## config.mk

```make
export PLATFORM = sky130hd
export DESIGN_NAME = cpu_transfer_test_wait_decode
export DESIGN_NICKNAME = d
export VERILOG_FILES = /design/src/include/xfer_test_wait_pkg.sv /design/src/rtl/cpu_transfer_test_wait_decode.sv
export SDC_FILE = /design/constraint.sdc
export NUM_CORES = 1
export LEC_CHECK = 0
export ABC_CLOCK_PERIOD_IN_PS = 8000
export BUFFER_PORTS_ARGS = -buffer_cell sky130_fd_sc_hd__buf_4
export CORE_ASPECT_RATIO = 1.75
export CORE_MARGIN = 5
export CORE_UTILIZATION = 45
export DETAILED_ROUTE_END_ITERATION = 6
export GPL_TIMING_DRIVEN = 1
export PLACE_DENSITY_LB_ADDON = 0.3
export SLEW_MARGIN = 5
export SYNTH_ARGS = -nofsm -noshare
export SYNTH_HDL_FRONTEND = slang
export SYNTH_SLANG_ARGS = --single-unit
```

## constraint.sdc

```tcl
create_clock -name i_core_clk -period 8 [get_ports i_core_clk]
set_clock_uncertainty 0.1 [all_clocks]
set_input_delay 0.4 -clock i_core_clk [delete_from_list [all_inputs] [get_ports i_core_clk]]
set_output_delay 0.4 -clock i_core_clk [all_outputs]
set_load 0.005 [all_outputs]
```

## src/include/xfer_test_wait_pkg.sv

```systemverilog
package xfer_test_wait_pkg;
   // opcodes
   localparam logic [7:0] OP_PREBYTE      = 8'h18;
   localparam logic [7:0] OP_SP_TO_IDX    = 8'h30;
   localparam logic [7:0] OP_IDX_TO_SP    = 8'h35;
   localparam logic [7:0] OP_ACC_TO_FLAGS = 8'h06;
   localparam logic [7:0] OP_FLAGS_TO_ACC = 8'h07;
   localparam logic [7:0] OP_MEM_CHK_EXT  = 8'h7D;
   localparam logic [7:0] OP_MEM_CHK_IDX  = 8'h6D;
   localparam logic [7:0] OP_ACC_A_CHK    = 8'h4D;
   localparam logic [7:0] OP_ACC_B_CHK    = 8'h5D;
   localparam logic [7:0] OP_BUS_COUNT    = 8'h00;
   localparam logic [7:0] OP_WAIT_IRQ     = 8'h3E;
   // cycle counts (opcode fetch counts as cycle 1)
   localparam logic [3:0] CYC_XFER        = 4'h3;
   localparam logic [3:0] CYC_INH2        = 4'h2;
   localparam logic [3:0] CYC_MEM_CHK     = 4'h6;
   localparam logic [3:0] CYC_WAIT_STACK  = 4'hC;
   localparam logic [3:0] CYC_VECTOR      = 4'h2;
   // flag bit positions: S X H I N Z V C
   localparam int FLAG_X = 6;
   localparam int FLAG_N = 3;
   localparam int FLAG_Z = 2;
   localparam int FLAG_V = 1;
   localparam int FLAG_C = 0;
   localparam logic [7:0]  ZERO_BYTE = 8'h00;
   localparam logic [15:0] SP_RESET  = 16'h0000;
   localparam logic [15:0] ONE_WORD  = 16'h0001;
   localparam logic [7:0]  FLAGS_RESET = 8'hD0;
   typedef enum logic [1:0] {ADDR_DIRECT, ADDR_INDEXED, ADDR_RELATIVE, ADDR_EXTENDED} addr_mode_t;
endpackage

```

## src/rtl/cpu_transfer_test_wait_decode.sv

```systemverilog
`timescale 1ns/100ps
// Overview of operation
// - opcode 30: stack pointer plus one to index x, 3 cycles, flags kept
// - prebyte 18 30: stack pointer plus one to index y, 4 cycles, flags kept
// - opcode 35: index x minus one to stack pointer, 3 cycles, flags kept
// - prebyte 18 35: index y minus one to stack pointer, 4 cycles
// - opcode 06: a to flags, 2 cycles, x mask may clear never set
// - opcode 07: flags to a, 2 cycles, flags kept
// - memory test: n,z from operand, v,c cleared; 6 or 7 cycles
// - accumulator tests 4D/5D: 2 cycles, n,z from value, v,c cleared
// - opcode 00 only in test mode: address bus counts until reset
// - wait opcode 3E: 12 cycles stacking, then idles until interrupt
// - two vector fetch cycles follow; total fourteen plus idle count
// - direct operand is low address byte, high byte forced zero
// - indexed operand is unsigned offset added to index register
// - relative operand is signed, added to address after offset byte
// - sixteen-bit immediate arrives high byte first, then low byte
// - extended address arrives high byte first, then low byte
module cpu_transfer_test_wait_decode (
   input  wire logic        i_core_clk,
   input  wire logic        i_reset,
   input  wire logic        i_op_valid,
   input  wire logic [7:0]  i_op_byte,
   input  wire logic [7:0]  i_operand_hi,
   input  wire logic [7:0]  i_operand_lo,
   input  wire logic [7:0]  i_mem_data,
   input  wire logic [1:0]  i_addr_mode,
   input  wire logic [15:0] i_next_pc,
   input  wire logic        i_test_mode,
   input  wire logic        i_irq_pending,
   output logic             o_busy,
   output logic             o_done,
   output logic             o_illegal,
   output logic             o_waiting,
   output logic             o_vector_fetch,
   output logic [15:0]      o_addr,
   output logic [15:0]      o_imm16,
   output logic [15:0]      o_stack_pointer,
   output logic [15:0]      o_index_reg_x,
   output logic [15:0]      o_index_reg_y,
   output logic [7:0]       o_acc_a,
   output logic [7:0]       o_acc_b,
   output logic [7:0]       o_flags_register
);

   typedef enum logic [2:0] {ST_FETCH, ST_EXEC, ST_STACK, ST_IDLE, ST_VECTOR,
                             ST_BUS_COUNT} state_t;

   // test mode and interrupt pins pass two flip-flops first
   logic        test_meta_q, test_sync_q, irq_meta_q, irq_sync_q;
   always_ff @(posedge i_core_clk) begin
      test_meta_q <= i_test_mode;
      test_sync_q <= test_meta_q;
      irq_meta_q  <= i_irq_pending;
      irq_sync_q  <= irq_meta_q;
   end

   state_t      state_q, state_d;
   logic [3:0]  cnt_q, cnt_d;
   logic        pre_q, pre_d;
   logic [7:0]  op_q, op_d;
   logic        busy_q, busy_d, done_q, done_d, ill_q, ill_d;
   logic        wait_q, wait_d, vec_q, vec_d;
   logic [15:0] addr_q, addr_d, imm_q, imm_d;
   logic [15:0] sp_q, sp_d, ix_q, ix_d, iy_q, iy_d;
   logic [7:0]  a_q, a_d, b_q, b_d, cc_q, cc_d;

   // n,z from value, v and c cleared
   function automatic logic [7:0] zero_check(input logic [7:0] cc, input logic [7:0] v);
      logic [7:0] r;
      r = cc;
      r[xfer_test_wait_pkg::FLAG_N] = v[7];
      r[xfer_test_wait_pkg::FLAG_Z] = (v == xfer_test_wait_pkg::ZERO_BYTE);
      r[xfer_test_wait_pkg::FLAG_V] = 1'b0;
      r[xfer_test_wait_pkg::FLAG_C] = 1'b0;
      return r;
   endfunction

   // remaining cycles after fetch for a given opcode
   function automatic logic [3:0] op_cycles(input logic [7:0] op, input logic pre);
      logic [3:0] c;
      c = xfer_test_wait_pkg::CYC_INH2;
      if (op == xfer_test_wait_pkg::OP_SP_TO_IDX || op == xfer_test_wait_pkg::OP_IDX_TO_SP)
         c = xfer_test_wait_pkg::CYC_XFER;
      else if (op == xfer_test_wait_pkg::OP_MEM_CHK_EXT || op == xfer_test_wait_pkg::OP_MEM_CHK_IDX)
         c = xfer_test_wait_pkg::CYC_MEM_CHK;
      // the prebyte edge itself is the extra fetch cycle, so it adds nothing here
      return c - 4'h1 + {3'b000, pre & 1'b0};
   endfunction

   // effective address by mode
   function automatic logic [15:0] eff_addr(input logic [1:0] m, input logic [7:0] hi,
                                             input logic [7:0] lo, input logic [15:0] idx,
                                             input logic [15:0] pc);
      logic [15:0] r;
      case (m)
         2'b00:   r = {xfer_test_wait_pkg::ZERO_BYTE, lo};
         2'b01:   r = idx + {xfer_test_wait_pkg::ZERO_BYTE, lo};
         2'b10:   r = pc + {{8{lo[7]}}, lo};
         default: r = {hi, lo};
      endcase
      return r;
   endfunction

   // sequencing and execution next state
   always_comb begin
      state_d = state_q;
      cnt_d   = cnt_q;
      pre_d   = pre_q;
      op_d    = op_q;
      busy_d  = busy_q;
      done_d  = 1'b0;
      ill_d   = 1'b0;
      wait_d  = 1'b0;
      vec_d   = 1'b0;
      addr_d  = addr_q;
      imm_d   = imm_q;
      sp_d    = sp_q;
      ix_d    = ix_q;
      iy_d    = iy_q;
      a_d     = a_q;
      b_d     = b_q;
      cc_d    = cc_q;
      case (state_q)
         ST_FETCH: begin
            busy_d = 1'b0;
            if (i_op_valid) begin
               if (i_op_byte == xfer_test_wait_pkg::OP_PREBYTE && !pre_q) begin
                  pre_d  = 1'b1;
                  busy_d = 1'b1;
               end else begin
                  op_d    = i_op_byte;
                  busy_d  = 1'b1;
                  imm_d   = {i_operand_hi, i_operand_lo};
                  addr_d  = eff_addr(i_addr_mode, i_operand_hi, i_operand_lo,
                                     pre_q ? iy_q : ix_q, i_next_pc);
                  cnt_d   = op_cycles(i_op_byte, pre_q);
                  state_d = ST_EXEC;
                  if (i_op_byte == xfer_test_wait_pkg::OP_WAIT_IRQ) begin
                     cnt_d   = xfer_test_wait_pkg::CYC_WAIT_STACK - 4'h2;
                     state_d = ST_STACK;
                  end else if (i_op_byte == xfer_test_wait_pkg::OP_BUS_COUNT) begin
                     if (test_sync_q) begin
                        addr_d  = xfer_test_wait_pkg::SP_RESET;
                        state_d = ST_BUS_COUNT;
                     end else begin
                        ill_d   = 1'b1;
                        pre_d   = 1'b0;
                        busy_d  = 1'b0;
                        state_d = ST_FETCH;
                     end
                  end
               end
            end
         end
         ST_EXEC: begin
            if (cnt_q > 4'h1) begin
               cnt_d = cnt_q - 4'h1;
            end else begin
               case (op_q)
                  xfer_test_wait_pkg::OP_SP_TO_IDX: begin
                     if (pre_q) iy_d = sp_q + xfer_test_wait_pkg::ONE_WORD;
                     else ix_d = sp_q + xfer_test_wait_pkg::ONE_WORD;
                  end
                  xfer_test_wait_pkg::OP_IDX_TO_SP: begin
                     if (pre_q) sp_d = iy_q - xfer_test_wait_pkg::ONE_WORD;
                     else sp_d = ix_q - xfer_test_wait_pkg::ONE_WORD;
                  end
                  xfer_test_wait_pkg::OP_ACC_TO_FLAGS: begin
                     cc_d = a_q;
                     cc_d[xfer_test_wait_pkg::FLAG_X] = a_q[xfer_test_wait_pkg::FLAG_X]
                                                        & cc_q[xfer_test_wait_pkg::FLAG_X];
                  end
                  xfer_test_wait_pkg::OP_FLAGS_TO_ACC: a_d = cc_q;
                  xfer_test_wait_pkg::OP_MEM_CHK_EXT,
                  xfer_test_wait_pkg::OP_MEM_CHK_IDX: cc_d = zero_check(cc_q, i_mem_data);
                  xfer_test_wait_pkg::OP_ACC_A_CHK: cc_d = zero_check(cc_q, a_q);
                  xfer_test_wait_pkg::OP_ACC_B_CHK: cc_d = zero_check(cc_q, b_q);
                  default: ill_d = 1'b1;
               endcase
               done_d  = 1'b1;
               busy_d  = 1'b0;
               pre_d   = 1'b0;
               state_d = ST_FETCH;
            end
         end
         ST_STACK: begin
            if (cnt_q > 4'h0) cnt_d = cnt_q - 4'h1;
            else begin
               state_d = ST_IDLE;
               wait_d  = 1'b1; // waiting stands for every idle cycle
            end
         end
         ST_IDLE: begin
            wait_d = 1'b1;
            if (irq_sync_q) begin
               wait_d  = 1'b0;
               vec_d   = 1'b1; // high for both vector cycles
               cnt_d   = xfer_test_wait_pkg::CYC_VECTOR - 4'h1;
               state_d = ST_VECTOR;
            end
         end
         ST_VECTOR: begin
            vec_d = 1'b1;
            if (cnt_q > 4'h0) begin
               cnt_d = cnt_q - 4'h1;
            end else begin
               vec_d   = 1'b0;
               done_d  = 1'b1;
               busy_d  = 1'b0;
               pre_d   = 1'b0;
               state_d = ST_FETCH;
            end
         end
         ST_BUS_COUNT: addr_d = addr_q + xfer_test_wait_pkg::ONE_WORD;
         default: state_d = ST_FETCH;
      endcase
   end

   // state registers
   always_ff @(posedge i_core_clk) begin
      if (i_reset) begin
         state_q <= ST_FETCH;
         cnt_q   <= 4'h0;
         pre_q   <= 1'b0;
         op_q    <= 8'h00;
         busy_q  <= 1'b0;
         done_q  <= 1'b0;
         ill_q   <= 1'b0;
         wait_q  <= 1'b0;
         vec_q   <= 1'b0;
         addr_q  <= xfer_test_wait_pkg::SP_RESET;
         imm_q   <= xfer_test_wait_pkg::SP_RESET;
         sp_q    <= xfer_test_wait_pkg::SP_RESET;
         ix_q    <= xfer_test_wait_pkg::SP_RESET;
         iy_q    <= xfer_test_wait_pkg::SP_RESET;
         a_q     <= 8'h00;
         b_q     <= 8'h00;
         cc_q    <= xfer_test_wait_pkg::FLAGS_RESET;
      end else begin
         state_q <= state_d;
         cnt_q   <= cnt_d;
         pre_q   <= pre_d;
         op_q    <= op_d;
         busy_q  <= busy_d;
         done_q  <= done_d;
         ill_q   <= ill_d;
         wait_q  <= wait_d;
         vec_q   <= vec_d;
         addr_q  <= addr_d;
         imm_q   <= imm_d;
         sp_q    <= sp_d;
         ix_q    <= ix_d;
         iy_q    <= iy_d;
         a_q     <= a_d;
         b_q     <= b_d;
         cc_q    <= cc_d;
      end
   end

   // outputs straight from flops
   assign o_busy           = busy_q;
   assign o_done           = done_q;
   assign o_illegal        = ill_q;
   assign o_waiting        = wait_q;
   assign o_vector_fetch   = vec_q;
   assign o_addr           = addr_q;
   assign o_imm16          = imm_q;
   assign o_stack_pointer  = sp_q;
   assign o_index_reg_x    = ix_q;
   assign o_index_reg_y    = iy_q;
   assign o_acc_a          = a_q;
   assign o_acc_b          = b_q;
   assign o_flags_register = cc_q;

endmodule

```

After elaboration in Yosys (flattened, before gate mapping)
Index checks and enable logic that the tools add are counted.
W data, S select, Z words.
{"block": "word_totals", "regBits": 121, "input_bits": 55, "output_inout_bits": 109, "word_cells": 161}
{"block": "classes", "addsub": 8, "magnitude_cmp": 2, "eq_ne": 32, "n_mux": 62, "bitwise_logic": 8, "n_reduce_logical": 28}
{"cell": "$mux W16", "n": 7}
{"cell": "$eq A8 B7 Y1 const B", "n": 6}
{"cell": "$pmux W16 S3", "n": 1}
{"cell": "$eq A8 B6 Y1 const B", "n": 5}
{"cell": "$mux W4", "n": 9}
{"cell": "$mux W3", "n": 11}
{"cell": "$add A16 B1 Y16 const B", "n": 2}
{"cell": "$pmux W16 S2", "n": 1}
{"cell": "$pmux W8 S4", "n": 1}
{"cell": "$sub A16 B1 Y16 const B", "n": 2}
{"cell": "$logic_not A8 Y1", "n": 3}
{"cell": "$mux W1", "n": 24}
{"cell": "$pmux W3 S6", "n": 1}
{"cell": "$reduce_and A3 Y1", "n": 6}
{"cell": "$add A16 B16 Y16", "n": 1}
{"cell": "$add A16 B8 Y16", "n": 1}
{"cell": "$eq A8 B3 Y1 const B", "n": 2}
{"cell": "$pmux W4 S4", "n": 1}
{"cell": "$ne A2 B2 Y1 const B", "n": 7}
{"cell": "$reduce_and A7 Y1", "n": 2}
{"cell": "$reduce_and A6 Y1", "n": 2}
{"cell": "$ne A3 B3 Y1 const B", "n": 3}
{"cell": "$eq A8 B5 Y1 const B", "n": 1}
{"cell": "$gt A4 B1 Y1 const B", "n": 2}
{"cell": "22 further kinds", "n": 39}

Longest topological paths before layout
Gate-level depths: netlist of run 1.
{"block": "logic_depth", "word_depth": 12, "mapped_depth": 14}

Worst setup path before layout of run 1
No wires, ideal clock.
{"block": "synth_timing", "kind": "register to register", "start": "reg pre_q", "end": "reg addr_q[15] (netlist: o_addr[15])", "setup_time_ns": 0.134, "t_arrival_ns": 2.831, "required_ns": 7.766, "path_slack_ns": 4.934, "path_stages_with_launch": 14, "path_buffers": 3, "period_less_slack_ns": 3.066, "cell_sequence": "dfxtp_1 buf_6 buf_4 buf_2 mux2i_1 inv_1 ha_1 a211oi_1 o211ai_1 o31ai_2 nor4_1 o41a_1 o31ai_1 a211oi_1"}
{"block": "synth_between", "elab_chain_cells": 9, "elab_cells_between_ends": 13, "cone_classes": "add/sub (1); eq/ne (1); mux (8); reduce/logical (3)"}
{"element": "start, declared", "line_no": "cpu_transfer_test_wait_decode.sv:60", "rtl": "logic pre_q, pre_d;"}
{"element": "start signal, assigned", "line_no": "cpu_transfer_test_wait_decode.sv:243", "rtl": "pre_q <= pre_d;"}
{"element": "$mux W16", "line_no": "cpu_transfer_test_wait_decode.sv:136", "rtl": "pre_q ? iy_q : ix_q, i_next_pc);"}
{"element": "$add A16 B8 Y16", "line_no": "cpu_transfer_test_wait_decode.sv:98", "rtl": "2'b01: r = idx + {xfer_test_wait_pkg::ZERO_BYTE, lo};"}
{"element": "$pmux W16 S3", "line_no": "cpu_transfer_test_wait_decode.sv:96", "rtl": "case (m)"}
{"element": "$mux W16", "line_no": "cpu_transfer_test_wait_decode.sv:143", "rtl": "if (test_sync_q) begin"}
{"element": "$mux W16", "line_no": "cpu_transfer_test_wait_decode.sv:142", "rtl": "end else if (i_op_byte == xfer_test_wait_pkg::OP_BUS_COUNT) begin"}
{"element": "$mux W16", "line_no": "cpu_transfer_test_wait_decode.sv:139", "rtl": "if (i_op_byte == xfer_test_wait_pkg::OP_WAIT_IRQ) begin"}
{"element": "$mux W16", "line_no": "cpu_transfer_test_wait_decode.sv:128", "rtl": "if (i_op_byte == xfer_test_wait_pkg::OP_PREBYTE && !pre_q) begin"}
{"element": "$mux W16", "line_no": "cpu_transfer_test_wait_decode.sv:127", "rtl": "if (i_op_valid) begin"}
{"element": "$pmux W16 S2", "line_no": "cpu_transfer_test_wait_decode.sv:124", "rtl": "case (state_q)"}
{"element": "end signal, assigned", "line_no": "cpu_transfer_test_wait_decode.sv:232", "rtl": "addr_q <= xfer_test_wait_pkg::SP_RESET;"}
{"element": "end signal, assigned", "line_no": "cpu_transfer_test_wait_decode.sv:250", "rtl": "addr_q <= addr_d;"}
{"element": "end, declared", "line_no": "cpu_transfer_test_wait_decode.sv:64", "rtl": "logic [15:0] addr_q, addr_d, imm_q, imm_d;"}
Parallel ways exist; a longest one is shown, timed or not. The select of a mux whose other input is x is not followed.
A chain may end at the register's enable or synchronous reset.

Worst setup path in the final report of run 1
{"block": "layout_timing", "start": "reg pre_q", "end": "reg addr_q[14] (netlist: o_addr[14])"}
The elaborated chain is that of the path after synthesis.

==> results.py, run 1 <==
metrics = {
    "synth": {
        "yosys_warnings": 0,
        "synth_top_family_by_area": "simple AND/OR/NAND/NOR gates",
        "synthArstFlopShare_pct": 0,
        "synthMuxAreaShare_pct": 4.801,
        "ys_ff_latch": 121,
        "yosysTopAreaCellShare_pct": 31.61,
        "yosys.area_share.simple_pct": 23.95,
        "yosys.area.top_type": "dfxtp_1",
        "synth_xor_area_share_pct": 6.401,
        "synth_area_leaders": "dfxtp_1, nor2_1, a21oi_1",
        "yosysSeqAreaShare_pct": 31.61,
        "synth_edf_count": 0,
        "syn_area_per_cell_um2": 7.867,
        "synth.distinct_cells": 77,
        "synthAdderAreaFrac_pct": 5.095,
        "synth_ff_type": "dfxtp_1",
        "synth_compound_gate_area_share_pct": 23.15,
        "syn-cell-area_mm2": 0.007662,
        "synthCells": 974,
    },
    "floorplanning": {
        "core_mm2": 0.01687,
        "die_area_mm2": 0.01984,
        "placementRows": 63,
        "io_pins": 164,
        "die_h_um": 182.6,
        "initial_core_util_pct": 45.42,
        "die_x_um": 108.6,
    },
    "final_layout": {
        "stdcell_count": 1343,
        "diodes": 0,
        "final_layout_size_suffix_gt1_share_pct": 19.35,
        "final_nets": 1189,
        "fillers": 1669,
        "syn2layout_area_growth_pct": 23.76,
    },
    "critical_path": {
        "startpoint": "pre_q$_SDFFE_PP0P_",
        "regToRegStartpoint": "pre_q$_SDFFE_PP0P_",
        "cp-end-kind": "flop",
        "critPathKind": "flop to flop",
        "rr_endpoint": "o_addr[14]$_SDFFE_PP0P_",
        "regToRegSetupSlack_ns": 4.42,
        "cp-start-kind": "flop",
        "ff2ff_path_depth": 13,
        "critical_path.max_fanout": 32,
        "required_ns": 8.19,
        "endpoint": "o_addr[14]$_SDFFE_PP0P_",
        "critical_path_arrival_ns": 3.77,
    },
    "power_and_ir_drop": {
        "ir_drop_mv": 0.09873,
        "p_leak_nw": 3.815,
        "p_per_area_mw_per_mm2": 173.5,
    },
    "route": {
        "top_layer_used": "met4",
        "drc": 0,
        "viasPerCell": 5.683,
        "wl_met2_um": 11720,
        "num_vias": 7632,
        "ant_nets": 0,
        "routedWlPerCell_um": 17.32,
        "drt_iter0_markers": 405,
        "wl_met1_um": 9466,
        "routed_wl_um": 23260,
        "drt_first_pass_iters": 5,
        "route.met3.wl_um": 1309,
    },
    "clock_tree": {
        "postCtsSetupBuffers": 0,
        "cts_tree": "yes",
        "clkTransAtPathRegs_ns": 0.06,
        "clock-sinks": 121,
        "cts_hold_buf": 2,
        "htree_num_levels": 4,
        "numCtsBuffers": 17,
        "ctsResizeCount": 0,
        "clockRootBuffer": "clkbuf_16",
        "clock_path_buffers": 2,
        "clock_latency_ns": 0.41,
    },
    "global_route": {
        "grt_max_degree": 61,
        "grt_util_all_layers_pct": 23.25,
        "grt_overflow": 0,
        "grt_pass1_wl_um": 37140,
        "antenna_found_initial": 0,
        "grt_pass1_vias": 7367,
    },
    "sta": {
        "tns_ns": 0,
        "grt_setup_unrepaired": "false",
        "finalCritPeriodShare_pct": 44.75,
        "max_slew_margin_pct": 20.04,
        "worst_slew_pin_slew_ns": 1.199,
        "min_period_ns": 3.580,
        "setup_viol": 0,
        "finalHoldViolCount": 0,
        "finalMaxSlewViolations": 0,
        "max_freq_mhz": 279.4,
    },
    "placement": {
        "dp.cells": 1310,
        "portBuffers": 155,
        "globalplace.congestion": 0.9068,
        "hpwlAfterDp_um": 17320,
    },
    "min_path": {
        "hold_path_class": "primary input to flop",
    },
    "job": {
        "maxCapViolations": 0,
    },
    "run_status": {
        "status": "finished, final reports clean",
    },
}
-- placed cells by master, fill, tap and decap left out, types with 5 or more instances in the layout --
cell type | netlist | routed
a31oi_1 | 9 | 9
conb_1 | 1 | 8
a21oi_1 | 91 | 91
a211oi_1 | 40 | 40
a21o_1 | 8 | 8
nor3b_1 | 10 | 10
xor2_1 | 33 | 33
nand4_1 | 14 | 14
clkinvlp_4 | 0 | 5
buf_4 | 9 | 162
a211o_1 | 6 | 6
and3_1 | 13 | 13
o211ai_1 | 12 | 12
nor2b_1 | 9 | 9
nor2_1 | 130 | 130
a22oi_1 | 13 | 13
xnor2_1 | 23 | 23
nor3_1 | 23 | 23
nor4_1 | 9 | 9
and2_1 | 7 | 7
nand3_1 | 30 | 30
ha_1 | 28 | 28
mux2i_1 | 30 | 30
dfxtp_1 | 121 | 121
mux2_2 | 6 | 6
inv_1 | 21 | 21
o21ai_0 | 48 | 48
nand2b_1 | 8 | 8
clkbuf_16 | 0 | 17
o21a_1 | 10 | 10
nand2_1 | 90 | 90
-- metrics by stage --
stage / instance area (um2) / power [mW] / hold WS (ns) / worst slack [ns] / util (%)
after global routing: 9483 / 1.707 / 0.1515 / 4.155 / 56.22
after detailed placement: 8894 / 0.9040 / 0.2168 / 4.429 / 52.72
after floorplan: 7689 / 0.8126 / 0.2096 / 4.934 / -
after CTS: 9483 / 1.650 / 0.1423 / 4.419 / 56.22
final: 9483 / 1.645 / 0.1527 / 4.420 / 56.22
after global placement: 8894 / 0.9011 / 0.2148 / 4.610 / 52.72
-- cells by family after synthesis --
| group | count (synthesis) |
|---|---|
| AO/OA/AOI/OAI | 275 |
| XOR/XNOR | 56 |
| adder cells (fa/ha/maj) | 30 |
| buffers and inverters | 82 |
| flip-flops | 121 |
| multiplexers | 36 |
| other | 1 |
| AND/OR/NAND/NOR | 373 |
-- final cells by class --
type	count	area, um2	share of cell area (%)
Clock buffer	19	442.9	4.671
Clock inverter	12	126.4	1.333
Inverter	22	82.58	0.8708
Multi-Input combinational cell	778	4888	51.55
Sequential cell	121	2422	25.54
Tap cell	227	284.0	2.995
Timing Repair Buffer	164	1236	13.04
-- worst max-delay path: stages (launching register included) --
cell	delay [ns]
dfxtp_1	0.40
buf_4	0.38
mux2i_1	0.22
inv_1	0.12
ha_1	0.19
inv_1	0.06
fa_1	0.40
nand2b_1	0.18
a21oi_1	0.32
o21ai_1	0.17
a211oi_1	0.28
xnor2_1	0.11
o211a_1	0.21
a311o_1	0.31
-- worst min path at each step --
stage,from,endpoint,slack (ns),depth (start not counted)
CTS,i_operand_hi[2],o_imm16[10]$_SDFFE_PP0P_,0.14,3
finish,i_operand_hi[2],o_imm16[10]$_SDFFE_PP0P_,0.15,3
floorplan,irq_meta_q$_DFF_P_,irq_sync_q$_DFF_P_,0.21,0
global route,i_operand_hi[0],o_imm16[8]$_SDFFE_PP0P_,0.15,3
detailed placement,irq_meta_q$_DFF_P_,irq_sync_q$_DFF_P_,0.22,0
global placement,irq_meta_q$_DFF_P_,irq_sync_q$_DFF_P_,0.21,0
-- layer usage --
| layer | up-vias | GRT usage (%) |
|---|---|---|
| met5 | - | 0 |
| met4 | 0 | 9.656 |
| met3 | 52 | 4.177 |
| met2 | 251 | 39.98 |
| met1 | 3545 | 28.10 |
| li1 | 3784 | - |
-- cell usage after synthesis (all sizes together) (8+ instances only) --
| cell type | n |
|---|---|
| nor2 | 130 |
| dfxtp | 121 |
| a21oi | 91 |
| nand2 | 90 |
| o21ai | 52 |
| a211oi | 40 |
| xor2 | 33 |
| buf | 30 |
| clkbuf | 30 |
| mux2i | 30 |
| nand3 | 30 |
| ha | 28 |
| nor3 | 23 |
| xnor2 | 23 |
| inv | 22 |
| nand4 | 15 |
| a22oi | 13 |
| and3 | 13 |
| nor4 | 13 |
| o211ai | 12 |
| nor3b | 10 |
| o21a | 10 |
| a31oi | 9 |
| nor2b | 9 |
| a21o | 8 |
| and2 | 8 |
| nand2b | 8 |
-- state kept, by name, summed over array words and instances, names as in the netlist --
| register | flops |
|---|---|
| o_done | 1 |
| o_waiting | 1 |
| o_illegal | 1 |
| o_index_reg_y | 16 |
| cnt_q | 4 |
| test_sync_q | 1 |
| o_addr | 16 |
| pre_q | 1 |
| o_vector_fetch | 1 |
| o_flags_register | 8 |
| irq_meta_q | 1 |
| o_stack_pointer | 16 |
| test_meta_q | 1 |
| o_acc_a | 8 |
| state_q | 3 |
| o_imm16 | 16 |
| o_index_reg_x | 16 |
| irq_sync_q | 1 |
| op_q | 8 |
| o_busy | 1 |
-- power by group --
part,switching (mW),internal [mW],total [mW]
registers,0.0230,0.623,0.646
clock network,0.287,0.463,0.750
logic,0.139,0.111,0.249
total,0.449,1.20,1.65
Note: power is estimated with default switching activity, not from simulation.
==> run 2, diff against run 1 <==
ABC_CLOCK_PERIOD_IN_PS = 3260   (was 8000)
clock period = 3.26 ns   (was 8 ns; I/O delays follow)
==> run 2 against run 1 <==
Net effect:
- design area increased by 4.8%
- register-to-register slack got worse by 4.3 ns
- critical path depth decreased by 2
- combinational power increased to 2.6 times the previous value
- maximum frequency increased by 14%
- clock power increased to 2.7 times the previous value
- critical path type unchanged
- critical endpoint is now o_addr[9]$_SDFFE_PP0P_
- wire length increased by 3.3%
- flip-flop and latch count unchanged
- worst hold slack got worse by 0.11 ns
- die area unchanged
- clock-buffer cell count unchanged
- utilization increased by 2.7 points
==> results.py, run 2 (same netlist as run 1, synthesis figures left out) <==
metrics = {
    "floorplanning": {
        "core_mm2": 0.01687,
        "die_h_um": 182.6,
        "die_area_mm2": 0.01984,
        "io_pins": 164,
        "placementRows": 63,
        "initial_core_util_pct": 45.42,
        "die_x_um": 108.6,
    },
    "placement": {
        "globalplace.congestion": 0.9041,
        "portBuffers": 155,
        "preCtsSetupSlack_ns": 0.1039,
        "hpwlAfterDp_um": 17760,
        "dpl-instance-area_mm2": 0.009009,
        "dp.cells": 1322,
    },
    "final_layout": {
        "final_common_cell": "buf_4",
        "diodes": 0,
        "final_layout_size_suffix_gt1_share_pct": 20.28,
        "layout_common_cells": "buf_4, nor2_1, dfxtp_1, a21oi_1, nand2_1",
        "finish.utilization_pct": 58.93,
        "syn2layout_area_growth_pct": 29.74,
        "stdcell_count": 1381,
        "final_nets": 1226,
        "fin_area_mm2": 0.009941,
    },
    "sta": {
        "whs_ns": 0.03842,
        "max_freq_mhz": 318.3,
        "grt_setup_unrepaired": "false",
        "setup_viol": 0,
        "min_period_ns": 3.142,
        "finalMaxSlewViolations": 0,
        "max_slew_margin_pct": 52.55,
        "worst_slew_pin_slew_ns": 0.7071,
        "finalCritPeriodShare_pct": 96.38,
        "tns_ns": 0,
        "fin_ws_ns": 0.1180,
        "finalHoldViolCount": 0,
    },
    "route": {
        "drt_iter0_markers": 428,
        "viasPerCell": 5.674,
        "drt_first_pass_iters": 5,
        "routedWlPerCell_um": 17.40,
        "routed_wl_um": 24030,
        "ant_nets": 0,
        "num_vias": 7836,
        "drc": 0,
    },
    "clock_tree": {
        "cts_tree": "yes",
        "numCtsBuffers": 17,
        "htree_num_levels": 4,
        "clock_latency_ns": 0.41,
        "clock_path_buffers": 2,
        "clkTransAtPathRegs_ns": 0.06,
        "clockRootBuffer": "clkbuf_16",
        "clock-sinks": 121,
    },
    "global_route": {
        "antenna_found_initial": 0,
        "grt_max_degree": 75,
        "grt_pass1_vias": 7480,
        "grt_overflow": 0,
        "grt_util_all_layers_pct": 23.74,
        "grt_pass1_wl_um": 37880,
    },
    "power_and_ir_drop": {
        "pwr-share-comb_pct": 15.2,
        "switching_share_pct": 26.77,
        "p_int_mw": 3.132,
        "p_leak_nw": 4.028,
        "p_per_area_mw_per_mm2": 430.3,
        "power.switching_mw": 1.145,
        "seqPwrFrac_pct": 37.0,
        "ir_drop_mv": 0.2953,
        "p_total_mw": 4.277,
        "p_clk_share_pct": 47.9,
    },
    "critical_path": {
        "cp-start-kind": "flop",
        "slowest_stage": "dfxtp_1",
        "cp_cell_sequence": "buf_12 -> mux2_2 -> ha_1 -> o211ai_1 -> o211ai_1 -> buf_4 -> o31ai_1 -> xnor2_1 -> o21ai_0 -> a22oi_1 -> o41ai_1",
        "crit_buf_inv": 2,
        "required_ns": 3.45,
        "critical_path.max_fanout": 14,
        "cp-end-kind": "flop",
        "critical_path_arrival_ns": 3.34,
        "crit_top_cell": "o211ai_1",
        "cp_top_family": "compound AO/OA/AOI/OAI gates",
        "cp_slowest_stage_delay_ns": 0.45,
        "critPathKind": "flop to flop",
    },
    "run_status": {
        "status": "finished, final reports clean",
    },
    "min_path": {
        "hold_path_class": "primary input to flop",
    },
    "job": {
        "maxCapViolations": 0,
    },
}
## run 2: cell count changes in the layout (fill, tap and decap cells not counted), sizes merged
cell	previous run	this run
buf	162	175
bufinv	2	4
clkinv	4	5
clkinvlp	5	2
dlygate4sd3	2	26
inv	23	24
## run 2: tightest hold or removal path: stages
cell	delay [ns]
buf_4	0.15
nand3_1	0.10
a31oi_1	0.08
## run 2: path summary, 6_finish.rpt
check        slack, ns          startpoint                 endpoint  cells after the start
max               0.12  pre_q$_SDFFE_PP0P_   o_addr[9]$_SDFFE_PP0P_                     11
min               0.04      i_addr_mode[0]  o_addr[10]$_SDFFE_PP0P_                      3
max reg2reg       0.12  pre_q$_SDFFE_PP0P_   o_addr[9]$_SDFFE_PP0P_                     11
min reg2reg       0.23  irq_meta_q$_DFF_P_       irq_sync_q$_DFF_P_                      0
## run 2: what timing repair did
item                       in CTS  in global routing
hold buffers                   26                  0
resized for setup               0                  5
buffers inserted                0                  1
hold endpoints to repair       28                  0
setup endpoints to repair       0                  2
## run 2: layout make-up
| type | count | area [um2] |
|---|---|---|
| clock inverter | 13 | 192.7 |
| clock buffer | 19 | 442.9 |
| multi-input combinational | 778 | 4917 |
| inverter | 22 | 82.58 |
| timing repair buffer | 201 | 1599 |
| sequential | 121 | 2422 |
| fill | 1582 | 6928 |
| tap | 227 | 284.0 |
## run 2: power by group through the flow
stage / logic, mW / clock network, mW / registers [mW]
final: 0.648 / 2.05 / 1.58
after global routing: 0.711 / 2.14 / 1.59
after CTS: 0.644 / 2.07 / 1.58
after detailed placement: 0.613 / 0 / 1.61
after global placement: 0.609 / 0 / 1.61
after floorplan: 0.394 / 0 / 1.60
## run 2: layer usage
metal | global-route usage, % | vias to the layer above | routed length [um]
li1 | - | 3856 | -
met1 | 28.91 | 3656 | 9630
met2 | 40.50 | 273 | 12140
met3 | 3.894 | 51 | 1446
met4 | 10.52 | 0 | 817
met5 | 0 | - | 0
==> run 3, diff against run 2 <==
ABC_AREA = 1   (was not set)
CORE_ASPECT_RATIO = 0.5   (was 1.75)
==> run 3 against run 2 <==
Net effect:
- non-clock buffer count is 11 lower
- first-iteration DRC count is 120% higher
- register-to-register slack better by 0.31 ns
- power up 9.6%
- worst hold slack worse by 0.0064 ns
- utilization increased by 0.31 points
- area after synthesis up 0.18%
- wire length is 12% higher
- via count up 12%
- largest power group unchanged
==> results.py, run 3 <==
metrics = {
    "synth": {
        "synth.most_common_cell": "nand2_1",
        "ys_ff_latch": 121,
        "yosysSeqAreaShare_pct": 31.56,
        "yosys.area.top_type": "dfxtp_1",
        "yosysTopAreaCellShare_pct": 31.56,
        "syn_area_per_cell_um2": 6.572,
        "synth_edf_count": 0,
        "yosys_warnings": 0,
        "synth.distinct_cells": 49,
        "synthArstFlopShare_pct": 0,
        "synth_area_leaders": "dfxtp_1, nand2_1, o21ai_0",
        "synth_ff_type": "dfxtp_1",
        "yosys-top-cells-count": "nand2_1, nor2_1, inv_1",
        "syn-cell-area_mm2": 0.007676,
        "synthCells": 1168,
    },
    "route": {
        "viasPerCell": 5.532,
        "routed_wl_um": 26890,
        "routedWlPerCell_um": 17.02,
        "drt_iter0_markers": 937,
        "drt_first_pass_iters": 6,
        "ant_nets": 0,
        "num_vias": 8740,
        "drc": 0,
    },
    "power_and_ir_drop": {
        "p_per_area_mw_per_mm2": 478.1,
        "p_leak_nw": 4.602,
        "ir_drop_mv": 0.3790,
    },
    "critical_path": {
        "regToRegStartpoint": "pre_q$_SDFFE_PP0P_",
        "cp-start-kind": "flop",
        "cp-end-kind": "flop",
        "critical_path.max_fanout": 15,
        "required_ns": 3.46,
        "critPathKind": "flop to flop",
        "startpoint": "pre_q$_SDFFE_PP0P_",
        "critical_path_arrival_ns": 3.03,
    },
    "sta": {
        "max_slew_margin_pct": 43.65,
        "setup_viol": 0,
        "max_freq_mhz": 352.7,
        "min_period_ns": 2.835,
        "worst_slew_pin_slew_ns": 0.8364,
        "fin_ws_ns": 0.4250,
        "tns_ns": 0,
        "finalMaxSlewViolations": 0,
        "finalCritPeriodShare_pct": 86.96,
        "whs_ns": 0.03204,
        "grt_setup_unrepaired": "false",
        "finalHoldViolCount": 0,
    },
    "floorplanning": {
        "initial_core_util_pct": 46.36,
        "io_pins": 164,
        "placementRows": 33,
        "core_mm2": 0.01656,
        "die_x_um": 194.7,
        "die_h_um": 102.4,
        "die_area_mm2": 0.01993,
    },
    "final_layout": {
        "diodes": 0,
        "syn2layout_area_growth_pct": 27.78,
        "stdcell_count": 1580,
        "final_common_cell": "nand2_1",
        "layout_common_cells": "nand2_1, buf_4, nor2_1, inv_1, dfxtp_1",
        "final_nets": 1426,
        "final_layout_size_suffix_gt1_share_pct": 17.52,
    },
    "clock_tree": {
        "clock_latency_ns": 0.42,
        "cts_tree": "yes",
        "clkTransAtPathRegs_ns": 0.06,
        "clock-sinks": 121,
        "numCtsBuffers": 17,
        "htree_num_levels": 4,
        "clock_path_buffers": 2,
        "clockRootBuffer": "clkbuf_16",
        "postCtsSetupBuffers": 0,
    },
    "job": {
        "maxCapViolations": 0,
    },
    "global_route": {
        "grt_util_all_layers_pct": 26.29,
        "grt_pass1_vias": 8079,
        "grt_pass1_wl_um": 42380,
        "grt_overflow": 0,
        "antenna_found_initial": 0,
        "grt_max_degree": 54,
    },
    "placement": {
        "portBuffers": 155,
        "hpwlAfterDp_um": 19990,
        "preCtsSetupSlack_ns": 0.4953,
        "dp.cells": 1525,
        "globalplace.congestion": 0.9418,
    },
    "run_status": {
        "status": "finished, final reports clean",
    },
    "min_path": {
        "min_from": "i_operand_lo[7]",
        "hold_path_class": "primary input to flop",
    },
}
==> run 3: cell type report <==
| type | instances | area [um2] |
|---|---|---|
| inverter | 139 | 521.8 |
| sequential | 121 | 2422 |
| fill | 1541 | 6749 |
| tap | 227 | 284.0 |
| clock buffer | 25 | 485.5 |
| multi-input combinational | 872 | 4518 |
| timing repair buffer | 190 | 1486 |
| clock inverter | 6 | 90.09 |
==> run 3: per-layer routing <==
metal | global-route usage (%) | wire length, um
met2 | 41.05 | 11510
met3 | 6.061 | 2273
met1 | 36.97 | 12510
met4 | 7.019 | 604
met5 | 0 | 0
==> run 3: power by group <==
part	total, mW	internal (mW)	switching, mW
sequential	1.65	1.57	0.0800
clock	1.86	1.18	0.679
combinational	1.18	0.444	0.736
==> run 3: logic make-up (layout without fill, tap and decap cells) <==
family	count (synthesis)	count (layout)	share of synthesized area, %
AO/OA/AOI/OAI	266	266	18.81
buffers and inverters	182	360	9.927
other	1	8	0.04885
adder cells (fa/ha/maj)	30	30	5.086
flip-flops	121	121	31.56
XOR/XNOR	25	25	2.852
AND/OR/NAND/NOR	543	543	31.72
==> run 3: timing repair <==
action | 4_1_cts | 5_1_grt
resized for setup | 0 | 0
hold endpoints to repair | 24 | 0
hold buffers | 24 | 0
==> run 3: path summary, 6_finish.rpt <==
kind / to / slack [ns] / cells past startpoint
min reg2reg: test_sync_q$_DFF_P_ / 0.23 / 0
max reg2reg: o_addr[11]$_SDFFE_PP0P_ / 0.42 / 16
min: o_imm16[7]$_SDFFE_PP0P_ / 0.03 / 3
max: o_addr[11]$_SDFFE_PP0P_ / 0.42 / 16
==> run 3: worst max-delay path: stages, from the launching register on <==
cell and delay (ns):
dfxtp_1 0.55, buf_4 0.28, nand2_1 0.09, o21ai_2 0.09, inv_1 0.09, ha_1 0.36
nand2_1 0.13, inv_1 0.05, a21oi_1 0.20, nand2_1 0.10, nand2_1 0.08, nand2_1 0.07
a21o_1 0.16, nand2_1 0.09, nand3_1 0.09, nand2_1 0.09, a21oi_1 0.07
==> run 3: metrics by stage <==
step	util (%)	cell area [um2]	total power, mW
global route	59.24	9808	4.902
floorplan	-	7702	2.442
finish	59.24	9808	4.689
CTS	59.24	9808	4.681
detailed placement	54.31	8992	2.801
global placement	54.31	8992	2.783
